==> config.mk <==
export PLATFORM = sky130hd
export DESIGN_NAME = led_blink_phase_pwm_output_ctrl
export DESIGN_NICKNAME = d
export VERILOG_FILES = /design/src/ledpwm_pkg.sv /design/src/pwm_timebase.sv /design/src/led_blink_phase_pwm_output_ctrl.sv
export VERILOG_INCLUDE_DIRS = /design/src
export SDC_FILE = /design/constraint.sdc
export NUM_CORES = 1
export LEC_CHECK = 0
export BUFFER_PORTS_ARGS = -buffer_cell sky130_fd_sc_hd__buf_4
export CAP_MARGIN = 15
export CELL_PAD_IN_SITES_DETAIL_PLACEMENT = 0
export CELL_PAD_IN_SITES_GLOBAL_PLACEMENT = 1
export CORE_MARGIN = 10
export CORE_UTILIZATION = 30
export CTS_CLUSTER_DIAMETER = 40
export CTS_CLUSTER_SIZE = 8
export DETAILED_ROUTE_END_ITERATION = 12
export PLACE_DENSITY_LB_ADDON = 0.1
export SYNTH_ARGS = -nofsm -noshare
export SYNTH_HDL_FRONTEND = slang
export SYNTH_SLANG_ARGS = --single-unit
==> constraint.sdc <==
create_clock -name clock -period 9 [get_ports clock]
set_clock_uncertainty 0.2 [all_clocks]
set_input_delay 1.35 -clock clock [delete_from_list [all_inputs] [get_ports clock]]
set_output_delay 1.35 -clock clock [all_outputs]
set_load 0.005 [all_outputs]
==> src/ledpwm_cfg.svh <==
// Register offsets, reset values, bit positions and timing counts for the LED PWM output block.
// Assumes a 40 MHz system clock; included by bare name wherever the constants are needed.
`ifndef LEDPWM_CFG_SVH
`define LEDPWM_CFG_SVH

`define OFS_PHASE0      8'h01
`define OFS_PHASE1      8'h09
`define OFS_INTENS      8'h0e
`define OFS_CONFIG      8'h0f
`define OFS_PORT_INT0   8'h10
`define OFS_PORT_INT3   8'h13

`define RST_PHASE       8'hff
`define RST_INTENS      8'h0f
`define RST_CONFIG      8'h34
`define RST_PORT_INT    8'hff

`define CFG_BLINK_EN    0
`define CFG_FLIP        1
`define CFG_GLOBAL      2
`define CFG_NINTH_P0    4
`define CFG_NINTH_P1    5
`define CFG_PIN_STAT    6
`define CFG_WR_MASK     8'h37

`define NIB_STATIC      4'hf
`define NIB_ZERO        4'h0
`define CYC_LAST        4'hf
`define SLOT_LAST       4'he

`define CLK_HZ          40000000
`define OSC_HZ          32000
`define OSC_DIV_LAST    11'(`CLK_HZ / `OSC_HZ - 1)
`define OSC_DIV_ZERO    11'h000

`endif

==> src/ledpwm_pkg.sv <==
// Shared types of the LED PWM output block.
// Assumes nothing of its surroundings.
package ledpwm_pkg;
  typedef logic [7:0] byte_t;
  typedef logic [3:0] nib_t;
  typedef logic [8:0] ports_t;
endpackage

==> src/pwm_timebase.sv <==
// PWM timebase: internal oscillator divider, 16-cycle step counter and 15-slot counter.
// Assumes a reset already synchronised to clock; run low stops and clears everything.
`timescale 1ns/10ps
`default_nettype none
`include "ledpwm_cfg.svh"

module pwm_timebase
  import ledpwm_pkg::*;
(
  input  wire logic            clock,
  input  wire logic            rst_n,
  input  wire logic            run,
  output logic                 tick,
  output ledpwm_pkg::nib_t     cycle,
  output ledpwm_pkg::nib_t     slot
);
  import ledpwm_pkg::*;

  logic [10:0] div_r;
  logic [10:0] div_nxt;
  nib_t        cyc_r;
  nib_t        cyc_nxt;
  nib_t        slot_r;
  nib_t        slot_nxt;

  // Roughly 32 kHz tick taken from the system clock
  assign tick  = run && (div_r == `OSC_DIV_LAST);
  assign cycle = cyc_r;
  assign slot  = slot_r;

  always_comb begin
    div_nxt  = div_r;
    cyc_nxt  = cyc_r;
    slot_nxt = slot_r;
    if (!run) begin
      // Oscillator stopped: saves power, and PWM restarts at slot 0 when enabled
      div_nxt  = `OSC_DIV_ZERO;
      cyc_nxt  = `NIB_ZERO;
      slot_nxt = `NIB_ZERO;
    end else if (tick) begin
      div_nxt = `OSC_DIV_ZERO;
      cyc_nxt = cyc_r + 4'h1;
      if (cyc_r == `CYC_LAST) begin
        slot_nxt = (slot_r == `SLOT_LAST) ? `NIB_ZERO : slot_r + 4'h1;
      end
    end else begin
      div_nxt = div_r + 11'h001;
    end
  end

  always_ff @(posedge clock or negedge rst_n) begin
    if (!rst_n) begin
      div_r  <= `OSC_DIV_ZERO;
      cyc_r  <= `NIB_ZERO;
      slot_r <= `NIB_ZERO;
    end else begin
      div_r  <= div_nxt;
      cyc_r  <= cyc_nxt;
      slot_r <= slot_nxt;
    end
  end
endmodule
`default_nettype wire

==> src/led_blink_phase_pwm_output_ctrl.sv <==
// Blink phase selection, register file and PWM shaping for nine open-drain LED ports.
// Assumes a decoded register port (byte address, write and read strobes) and a phase pin synchronous to clock.
`timescale 1ns/10ps
`default_nettype none
`include "ledpwm_cfg.svh"

module led_blink_phase_pwm_output_ctrl
  import ledpwm_pkg::*;
(
  input  wire logic                clock,
  input  wire logic                rst_n,
  input  wire logic                blink_pin,
  input  wire logic                reg_write,
  input  wire logic                reg_read,
  input  wire ledpwm_pkg::byte_t   reg_addr,
  input  wire ledpwm_pkg::byte_t   reg_wdata,
  output ledpwm_pkg::byte_t        reg_rdata,
  output ledpwm_pkg::ports_t       port_out,
  output ledpwm_pkg::ports_t       port_oe
);
  import ledpwm_pkg::*;

  logic   rst_meta_r;
  logic   rst_sync_n;
  byte_t  phase0_port_levels_r;
  byte_t  phase0_port_levels_nxt;
  byte_t  phase1_port_levels_r;
  byte_t  phase1_port_levels_nxt;
  byte_t  intensity_r;
  byte_t  intensity_nxt;
  byte_t  device_configuration_r;
  byte_t  device_configuration_nxt;
  byte_t  port_int_r [4];
  byte_t  port_int_nxt [4];
  byte_t  rdata_r;
  byte_t  rdata_nxt;
  ports_t oe_r;
  ports_t oe_nxt;
  ports_t out_r;
  ports_t level;
  nib_t   duty [9];
  logic   blink_en;
  logic   phase1;
  logic   pwm_on;
  logic   tick;
  nib_t   cycle;
  nib_t   slot;
  nib_t   master;

  // Reset released through two flops so every register leaves reset on the same edge
  always_ff @(posedge clock or negedge rst_n) begin
    if (!rst_n) begin
      rst_meta_r <= 1'b0;
      rst_sync_n <= 1'b0;
    end else begin
      rst_meta_r <= 1'b1;
      rst_sync_n <= rst_meta_r;
    end
  end

  // Port drive: selected level with PWM off, at static duty or in the on-part of a gated slot, opposite otherwise
  function automatic logic drive_level(logic lvl, nib_t dty, logic on, nib_t slt, nib_t cyc, nib_t mst);
    logic res;
    res = lvl;
    if (on && (dty != `NIB_STATIC)) begin
      if ((slt < mst) && (cyc <= dty)) begin
        res = lvl;
      end else begin
        res = ~lvl;
      end
    end
    return res;
  endfunction

  assign blink_en = device_configuration_r[`CFG_BLINK_EN];
  assign phase1   = blink_en && (device_configuration_r[`CFG_FLIP] ^ blink_pin);
  assign master   = intensity_r[7:4];
  assign pwm_on   = (master != `NIB_ZERO);

  always_comb begin
    level[7:0] = phase1 ? phase1_port_levels_r : phase0_port_levels_r;
    level[8]   = phase1 ? device_configuration_r[`CFG_NINTH_P1] : device_configuration_r[`CFG_NINTH_P0];
  end

  pwm_timebase pwm_timebase_i (
    .clock (clock),
    .rst_n (rst_sync_n),
    .run   (pwm_on),
    .tick  (tick),
    .cycle (cycle),
    .slot  (slot)
  );

  for (genvar i = 0; i < 9; i++) begin : g_port
    if (i == 8) begin : g_ninth
      assign duty[i] = intensity_r[3:0];
    end else begin : g_main
      // Global select overrides the per-port nibbles entirely
      assign duty[i] = device_configuration_r[`CFG_GLOBAL] ? intensity_r[3:0]
                     : port_int_r[i/2][4*(i%2) +: 4];
    end
    // Level 1 releases the pin, level 0 pulls it low; duty range follows from the level
    assign oe_nxt[i] = ~drive_level(level[i], duty[i], pwm_on, slot, cycle, master);
  end

  always_comb begin
    phase0_port_levels_nxt   = phase0_port_levels_r;
    phase1_port_levels_nxt   = phase1_port_levels_r;
    intensity_nxt            = intensity_r;
    device_configuration_nxt = device_configuration_r;
    for (int k = 0; k < 4; k++) begin
      port_int_nxt[k] = port_int_r[k];
    end
    rdata_nxt = rdata_r;
    if (reg_write) begin
      unique case (reg_addr)
        `OFS_PHASE0: phase0_port_levels_nxt = reg_wdata;
        `OFS_PHASE1: phase1_port_levels_nxt = reg_wdata;
        `OFS_INTENS: intensity_nxt = reg_wdata;
        `OFS_CONFIG: device_configuration_nxt = reg_wdata & `CFG_WR_MASK;
        default: begin
          if ((reg_addr >= `OFS_PORT_INT0) && (reg_addr <= `OFS_PORT_INT3)) begin
            port_int_nxt[reg_addr[1:0]] = reg_wdata;
          end
        end
      endcase
    end
    if (reg_read) begin
      unique case (reg_addr)
        `OFS_PHASE0: rdata_nxt = phase0_port_levels_r;
        `OFS_PHASE1: rdata_nxt = phase1_port_levels_r;
        `OFS_INTENS: rdata_nxt = intensity_r;
        `OFS_CONFIG: begin
          rdata_nxt = device_configuration_r;
          rdata_nxt[`CFG_PIN_STAT] = blink_pin;
        end
        default: begin
          if ((reg_addr >= `OFS_PORT_INT0) && (reg_addr <= `OFS_PORT_INT3)) begin
            rdata_nxt = port_int_r[reg_addr[1:0]];
          end else begin
            rdata_nxt = 8'h00;
          end
        end
      endcase
    end
  end

  always_ff @(posedge clock or negedge rst_sync_n) begin
    if (!rst_sync_n) begin
      phase0_port_levels_r   <= `RST_PHASE;
      phase1_port_levels_r   <= `RST_PHASE;
      intensity_r            <= `RST_INTENS;
      device_configuration_r <= `RST_CONFIG;
      for (int k = 0; k < 4; k++) begin
        port_int_r[k] <= `RST_PORT_INT;
      end
      rdata_r <= 8'h00;
      oe_r    <= 9'h000;
      out_r   <= 9'h000;
    end else begin
      phase0_port_levels_r   <= phase0_port_levels_nxt;
      phase1_port_levels_r   <= phase1_port_levels_nxt;
      intensity_r            <= intensity_nxt;
      device_configuration_r <= device_configuration_nxt;
      for (int k = 0; k < 4; k++) begin
        port_int_r[k] <= port_int_nxt[k];
      end
      rdata_r <= rdata_nxt;
      oe_r    <= oe_nxt;
      // Open drain: the pin level when driven is always low
      out_r   <= 9'h000;
    end
  end

  assign reg_rdata = rdata_r;
  assign port_out  = out_r;
  assign port_oe   = oe_r;
endmodule
`default_nettype wire

### Yosys cells after proc, flatten, opt, wreduce, memory -nomap -nowiden

Index checks and enable logic that the tools add are counted.

* bits in registers: 99
* bits of input ports: 21
* output and inout bits: 26
* logic and storage cells: 145

* $add $sub $neg: 3
* order comparisons: 14
* eq/ne operators: 18
* multiplexer cells: 44
* bitwise gates (word level): 21
* reduce and logical (&&, ||, !) cells: 30

Operators by type and width (number)
* 4-bit 2-to-1 mux: 14
* 8-bit 2-to-1 mux: 5
* 4-bit <= comparator: 9
* 4-bit inequality test, second input constant: 9
* 32-bit bitwise mux: 1
* 8-bit one-hot mux with 4 select lines: 1
* 8-bit by 4-bit equality test with 1-bit output, second input constant: 3
* 1-bit logical AND: 22
* 11-bit 2-to-1 mux: 2
* 1-bit 2-to-1 mux: 19
* 1-bit inverter: 19
* 8-bit binary-select mux with 2-bit select: 1
* 8-bit demux with 2-bit select: 1
* 11-bit by 1-bit adder with 11-bit output, second input constant: 1
* 11-bit equality test, second input constant: 1
* 2-bit AND reduction: 5
* 4-bit by 1-bit adder with 4-bit output, second input constant: 2
* 4-bit equality test, second input constant: 2
* 8-bit by 1-bit equality test with 1-bit output, second input constant: 1
* 8-bit by 5-bit greater-or-equal comparator with 1-bit output, second input constant: 1
* 8-bit by 5-bit <= comparator with 1-bit output, second input constant: 1
* 4-bit < comparator: 1
* 2-bit by 1-bit inequality test with 1-bit output, second input constant: 2
* 4-bit nonzero test: 1
* 6 further kinds: 6

### Logic depth before layout (Yosys ltp)

Gate-level depths: netlist of run 1.

* word-level depth: 7
* depth in mapped cells: 11
* gate-level depth less buffers: 10

### By module

Synthesis of run 1 repeated with hierarchy kept, for this count alone.

* cells, all modules: 536
* area, all modules: 5947.0 sq um

By module, submodules not included
* led_blink_phase_pwm_output_ctrl: instances 1, cells an instance 440, area each 4956.0 sq um, sequential area each 2070.7 sq um
* pwm_timebase: instances 1, cells an instance 96, area each 991.0 sq um, sequential area each 475.5 sq um

### Least setup slack after synthesis of run 1

OpenSTA, ideal clock, no wires.

* kind: input -> register
* start: input port reg_addr[3]
* end: register port_int_r[17] in the netlist's numbering
* setup time: 0.085 ns
* arrival: 2.575 ns
* required time: 8.715 ns
* path slack: 6.140 ns
* cell stages on the path: 6
* buffers on the path: 1
* cell sequence: nor2_1 > nand2_1 > nor4_2 > buf_2 > nand3_1 > mux2_1

* cells in the longest elaborated chain, start to end: 4
* elaborated cells on any way between the ends: 10
* classes of those cells: order compare (2); eq/ne (4); bitwise (1); reduce/logical (3)

Ends and longest elaborated chain
* start: declaration: RTL line led_blink_phase_pwm_output_ctrl.sv:15 `input wire ledpwm_pkg::byte_t reg_addr,`
* parallel branches: the longest is 3 deep, another holds 8-bit by 5-bit greater-or-equal comparator with 1-bit output
* 3-bit AND reduction (no line) (*)
* end signal: indexed assignment: RTL line led_blink_phase_pwm_output_ctrl.sv:155 `` port_int_r[k] <= `RST_PORT_INT; ``
* end signal: indexed assignment: RTL line led_blink_phase_pwm_output_ctrl.sv:166 `port_int_r[k] <= port_int_nxt[k];`
* end: declaration: RTL line led_blink_phase_pwm_output_ctrl.sv:33 `byte_t port_int_r [4];`

Every way passes the cells marked *.
A chain may end at the register's enable or synchronous reset.

### Worst setup path in the final report of run 1

* start: input port reg_addr[0]
* end: register phase1_port_levels_r[6]

* cells in the longest elaborated chain, start to end: 2

Ends and longest elaborated chain
* 8-bit by 4-bit equality test with 1-bit output: RTL line led_blink_phase_pwm_output_ctrl.sv:116 `unique case (reg_addr)`
* 2-bit AND reduction (no line)
* end signal: assignment: RTL line led_blink_phase_pwm_output_ctrl.sv:151 `` phase1_port_levels_r <= `RST_PHASE; ``
* end signal: assignment: RTL line led_blink_phase_pwm_output_ctrl.sv:162 `phase1_port_levels_r <= phase1_port_levels_nxt;`
* end: declaration: RTL line led_blink_phase_pwm_output_ctrl.sv:27 `byte_t phase1_port_levels_r;`

Every way passes these cells.

==> results of run 1 <==
[cell families after synthesis]
| kind of cell | Yosys count |
|---|---|
| XOR/XNOR | 19 |
| multiplexers | 72 |
| AO/OA/AOI/OAI | 130 |
| buffers and inverters | 55 |
| flip-flops | 99 |
| adder cells (fa/ha/maj) | 44 |
| other | 2 |
| AND/OR/NAND/NOR | 134 |
[report_power, final]
group          switching [W]  internal, W
registers          0.0000412     0.000493
clock network       0.000178     0.000189
logic               0.000124    0.0000961
[stage by stage]
stage	total power [W]	hold slack [ns]	instances	utilization [%]
floorplan	0.000670	0.131	563	-
global placement	0.000758	0.0866	838	33.0
detailed placement	0.000765	0.0915	838	33.0
CTS	0.00114	0.0980	854	34.4
global route	0.00119	0.117	854	34.4
finish	0.00112	0.0725	854	34.4
[layout make-up]
class	count	area [sq um]
clock buffers	11	233
clock inverters	5	38.8
fillers	1955	12700
inverters	24	90.1
multi-input cells	409	3110
flip-flops and latches	99	2550
well taps	265	332
repair buffers	41	308
[worst register-to-register path, delay by kind of cell, from the launching register on]
family,cells,cell delay (ns)
xor gates and xnor gates,1,0.16
AOI/OAI and AO/OA,3,0.41
adders and majority gates,1,0.36
buffers and inverters,1,0.24
DFF,1,0.57
and+or+nand+nor,3,1.24
[state kept, by name (all words and copies together) (netlist names)]
name / count
pwm_timebase_i.cycle: 4
pwm_timebase_i.div_r: 11
intensity_r: 8
rst_sync_n: 1
port_int_r: 32
reg_rdata: 8
device_configuration_r: 5
port_oe: 9
phase1_port_levels_r: 8
rst_meta_r: 1
pwm_timebase_i.slot: 4
phase0_port_levels_r: 8
[path summary, 6_finish.rpt]
path | from | end | slack, ns | cells past startpoint
hold / removal | rst_sync_n | port_oe[5] | 0.07 | 0
setup reg to reg | device_configuration_r[2] | port_oe[0] | 5.67 | 9
max in group asynchronous | rst_sync_n | port_oe[6] | 7.31 | 1
min in group clock | rst_meta_r | rst_sync_n | 0.15 | 0
setup / recovery | reg_addr[0] | phase1_port_levels_r[6] | 5.41 | 4
hold reg to reg | rst_sync_n | port_oe[5] | 0.07 | 0
[layout by cell type (no fill, tap or decap), types with 2 or more instances in the layout]
| cell type | n |
|---|---|
| a21o_1 | 3 |
| a21oi_1 | 78 |
| a22o_1 | 14 |
| a22oi_1 | 8 |
| and3_1 | 3 |
| buf_4 | 41 |
| clkbuf_1 | 2 |
| clkbuf_16 | 9 |
| clkinv_4 | 2 |
| clkinvlp_4 | 2 |
| conb_1 | 10 |
| dfrtp_1 | 43 |
| dfstp_2 | 55 |
| ha_1 | 44 |
| inv_1 | 23 |
| mux2_1 | 8 |
| mux2_2 | 46 |
| mux2i_1 | 10 |
| mux4_2 | 8 |
| nand2_1 | 28 |
| nand3_1 | 11 |
| nand4_1 | 14 |
| nor2_1 | 37 |
| nor2b_1 | 3 |
| nor3_1 | 11 |
| nor4_1 | 4 |
| nor4_2 | 2 |
| nor4b_1 | 3 |
| o21ai_0 | 23 |
| or3_1 | 4 |
| xnor2_1 | 2 |
| xor2_1 | 17 |
[per-layer routing]
metal | vias up | GRT usage [%]
li1 | 2074 | -
met3 | 11 | 3.24
met4 | 0 | 3.05
met1 | 2144 | 19.1
met5 | - | 0
met2 | 105 | 22.1
==> reports/qor.yml, run 1 <==
yosys:
  synth_commonest_cells: "a21oi_1, dfstp_2, mux2_2"
  syn-cell-area_sq_um: 5870
  synth_fa_ha_area_share_pct: 9.38
  synth_flop_cell: "dfstp_2"
  synth.most_common_cell: "a21oi_1"
  synth_edf_count: 0
  ys_async_sr_fraction_pct: 100
  synth_top_family_by_area: "multiplexers"
  synth.avg_cell_area_sq_um: 10.6
  synth_mux_area_share_pct: 15.1
  synth.largest_area_cell: "dfstp_2"
  ys_ff_latch: 99
  synth-xor-area-share_pct: 2.84
  synth_compound_area_share_pct: 12.6
  ys.warnings.count: 0
  synth_cell_types: 50
  synth-simple-area-share_pct: 12.2
  yosysTopAreaCellShare_pct: 24.6
  synthCells: 555
  synth.area.top_cells: "dfstp_2, dfrtp_1, ha_1"
  ys_seq_area_share_pct: 43.4
floorplan:
  ios: 47
  die_h_um: 160
  rows: 51
  core_sq_um: 19300
  die-area_sq_um: 25600
  dieWidth_um: 160
  initial_core_util_pct: 30.4
drt:
  drc_errors: 0
  ant_nets: 0
  wl_met1_um: 8510
  drtIter0Drc: 217
  maxUsedRoutingLayer: "met4"
  wl_met3_um: 856
  firstDrtPassIters: 5
  via_per_inst: 5.07
  drt_wl_total_um: 17800
  avgRoutedWirePerCell_um: 20.8
  dr_wl_met2_um: 8220
  num_vias: 4334
power:
  cellPowerDensity_nw_per_um2: 169
  leakagePower_nw: 2.95
  ir_drop_mv: 0.102
sta:
  fmax_ghz: 0.278
  final_max_slew_viol_count: 0
  setup_viol: 0
  rsz0062_at_grt: "false"
  layout_setup_ws_ns: 5.41
  fin_setup_tns_ns: 0
  worst_pin_slew_ns: 1.12
  hold_violations: 0
  finalCritPeriodShare_pct: 39.9
  fin_crit_ns: 3.59
  slew_headroom_pct: 25.1
cts:
  cts_resized: 0
  clk_latency_ns: 0.35
  cts_buffers: 9
  cts_max_level: 3
  path_clk_slew_ns: 0.07
  cts_tree: "built"
  cts_sinks: 99
  postCtsSetupBuffers: 0
  hold_buffers: 0
  cts_root_buf: "clkbuf_16"
  clk_path_buf_depth: 2
placement:
  port_buffers: 37
  dpl-instance-area_sq_um: 6380
  dp_hpwl_um: 13100
  routabilityCongestion: 0.874
  post-place-ws_ns: 5.06
worst_setup_path:
  worstPathRequired_ns: 9.08
  cp_max_fo: 21
  end_kind: "flip-flop"
  slowest_delay_ns: 0.94
  cp_slowest_cell: "nor3b_1"
  crit_family: "simple AND/OR/NAND/NOR gates"
  critPathArrivalTime_ns: 3.67
  worstSetupPathType: "in -> reg"
  start_kind: "primary input"
  crit_chain: "buf_4 > nor3b_1 > nor2b_1 > mux2_2"
  path_buf_inv: 1
layout:
  syn_to_final_growth_pct: 13.4
  nNetsFinal: 649
  fin_area_sq_um: 6660
  drive_above_1_share_pct: 29.0
  antennaDiodeCount: 0
outcome:
  status: "complete, no violations"
flow_run:
  maxCapViolCount: 0
grt:
  track_usage_pct: 14.0
  first_global_vias: 4473
  grt_pass1_wl_um: 27800
  antenna_found_initial: 0
  grt_max_degree: 67
  grt_overflow: 0
hold_path:
  hold_class: "reg -> async"
Power figures use the tool's default switching activity.
==> inputs of run 2 (changes only) <==
==> constraint.sdc (replaced) <==
create_clock -name clock -period 3.3 [get_ports clock]
set_clock_uncertainty 0.2 [all_clocks]
set_input_delay 0.495 -clock clock [delete_from_list [all_inputs] [get_ports clock]]
set_output_delay 0.495 -clock clock [all_outputs]
set_load 0.005 [all_outputs]
==> run 2 against run 1 <==
  * Flip-flop and latch count unchanged
  * Clock-buffer cell count shrank 1
  * Register-to-register slack got worse by 5.0 ns
  * Critical endpoint is now port_oe[4]
  * Largest cell class unchanged
==> reports/qor.yml, run 2 (synthesis results as in run 1) <==
grt:
  grt_pass1_wl_um: 27700  # -0.45%
  track_usage_pct: 13.9  # -0.095 points
  grt.busiest_layer: "met2"
  use_met1_pct: 18.4  # -0.70 points
  grt_use_met3_pct: 2.34  # -0.90 points
  first_global_vias: 4545  # +1.6%
  antenna_found_initial: 0  # unchanged
  grt_overflow: 0  # unchanged
  grt_max_degree: 63  # -6.0%
  grtUsageMet2_pct: 22.6  # +0.46 points
power:
  cellPowerDensity_nw_per_um2: 457  # +170%
  total_power_w: 0.00309  # +180%
  leakagePower_nw: 3.03  # +2.7%
  ir_drop_mv: 0.245  # +140%
worst_setup_path:
  reg2reg_from: "device_configuration_r[2]"
  start_kind: "flip-flop"
  slowest_delay_ns: 0.56  # -0.38 ns
  reg2reg_slack_ns: 0.64  # -5.03 ns
  critPathArrivalTime_ns: 2.73  # -0.94 ns
  rr_endpoint: "port_oe[4]"
  worstSetupPathType: "reg -> reg"
  crit_chain: "inv_2 > nor2_1 > buf_4 > a21oi_1 > ha_1 > nand2_1 > o21ai_0 > a21oi_1 > nor3_1 > xor2_1"
  cp_common_cell: "a21oi_1"
  cp_max_fo: 15  # -29%
  r2r_cells: 10  # +1
  cp_slowest_cell: "dfstp_2"
  end_kind: "flip-flop"
  worstPathRequired_ns: 3.38  # -5.70 ns
placement:
  dp.cells: 851  # +1.6%
  dp_hpwl_um: 12900  # -1.6%
  dpl-instance-area_sq_um: 6480  # +1.5%
  port_buffers: 37  # unchanged
  routabilityCongestion: 0.803  # -8.2%
hold_path:
  hold_class: "reg -> reg"
  whs_endpoint: "rst_sync_n"
  holdPathStages: 0
  min_from: "rst_meta_r"
layout:
  nNetsFinal: 663  # +2.2%
  fin_cells: 868  # +1.6%
  multi_input_area_sq_um: 3110  # unchanged
  layout_common_cells: "a21oi_1, dfstp_2, buf_4"
  syn_to_final_growth_pct: 15.4
  fill_cells: 1973  # +0.92%
  regMostFlops: "port_int_r"
  fin_util_pct: 35.0  # +0.58 points
  antennaDiodeCount: 0  # unchanged
  mostFrequentLayoutCell: "a21oi_1"
  drive_above_1_share_pct: 30.7  # +1.6 points
  largest_reg_flops: 32  # unchanged
  fin_area_sq_um: 6770  # +1.7%
  regArea_sq_um: 2550  # unchanged
cts:
  cts_root_buf: "clkbuf_16"
  cts_tree: "built"
  postCtsSetupBuffers: 0  # unchanged
  clk_path_buf_depth: 2  # unchanged
  hold_buffers: 1  # +1
  cts_buffers: 9  # unchanged
  cts_max_level: 3  # unchanged
  cts_resized: 0  # unchanged
  clk_latency_ns: 0.36  # about the same
  cts_sinks: 99  # unchanged
  path_clk_slew_ns: 0.08  # about the same
drt:
  firstDrtPassIters: 4  # -1
  num_vias: 4372  # +0.88%
  drt_wl_total_um: 17400  # -2.0%
  drtIter0Drc: 252  # +16%
  ant_nets: 0  # unchanged
  drc_errors: 0  # unchanged
  via_per_inst: 5.04  # -0.75%
  avgRoutedWirePerCell_um: 20.1  # -3.6%
sta:
  worst_pin_slew_ns: 0.844  # -0.276 ns
  rsz0062_at_grt: "false"
  finalCritPeriodShare_pct: 80.5
  hold_violations: 0  # unchanged
  fin_crit_ns: 2.66
  fmax_ghz: 0.377
  slew_headroom_pct: 43.7  # +19 points
  setup_viol: 0  # unchanged
  fin_setup_tns_ns: 0  # unchanged
  final_max_slew_viol_count: 0  # unchanged
outcome:
  status: "complete, no violations"
floorplan:
  ios: 47  # unchanged
  die_h_um: 160  # unchanged
  die-area_sq_um: 25600  # unchanged
  initial_core_util_pct: 30.4  # unchanged
  rows: 51  # unchanged
  core_sq_um: 19300  # unchanged
  dieWidth_um: 160  # unchanged
flow_run:
  maxCapViolCount: 0  # unchanged
[run 2: worst max-delay path by stage]
stage	startpoint	end	slack, ns	cells after the start
5_1_grt	device_configuration_r[2]	port_oe[4]	0.42	10
3_3_place_gp	reg_addr[3]	port_int_r[23]	0.61	6
4_1_cts	device_configuration_r[2]	port_oe[1]	0.61	10
3_5_place_dp	reg_addr[3]	port_int_r[17]	0.46	6
2_1_floorplan	rst_sync_n	device_configuration_r[0]	0.23	0
6_report	device_configuration_r[2]	port_oe[4]	0.64	10
[run 2: power breakdown]
part	switching (W)	leakage (nW)	internal, W
combinational	0.000328	1.79	0.000273
sequential	0.000110	1.10	0.00134
clock	0.000513	0.139	0.000523
[run 2: layout make-up]
type / instances / share of cell area (%)
clock buffers: 10 / 3.38
clock inverters: 6 / 0.702
inverters: 24 / 1.33
multi-input cells: 409 / 45.9
flip-flops and latches: 99 / 37.7
well taps: 265 / 4.90
repair buffers: 55 / 6.14
[run 2: metrics by stage]
step	setup slack [ns]	hold WS, ns
detailed placement	0.463	0.0782
global placement	0.606	0.0785
global route	0.416	0.168
CTS	0.605	0.167
finish	0.645	0.164
floorplan	0.234	-0.000591
[run 2: worst max-delay path, delay by kind of cell (launching register included)]
family / cells / cell delay (ns)
flops: 1 / 0.56
buf+inv: 2 / 0.31
fa+ha+maj: 1 / 0.34
compound gates: 3 / 0.30
simple gates: 3 / 0.65
xor+xnor: 1 / 0.20
[run 2: layer usage]
| metal | vias to the layer above | wire length [um] |
|---|---|---|
| li1 | 2088 | - |
| met1 | 2195 | 8200 |
| met2 | 71 | 8270 |
| met3 | 18 | 623 |
| met4 | 0 | 327 |
| met5 | - | 0 |
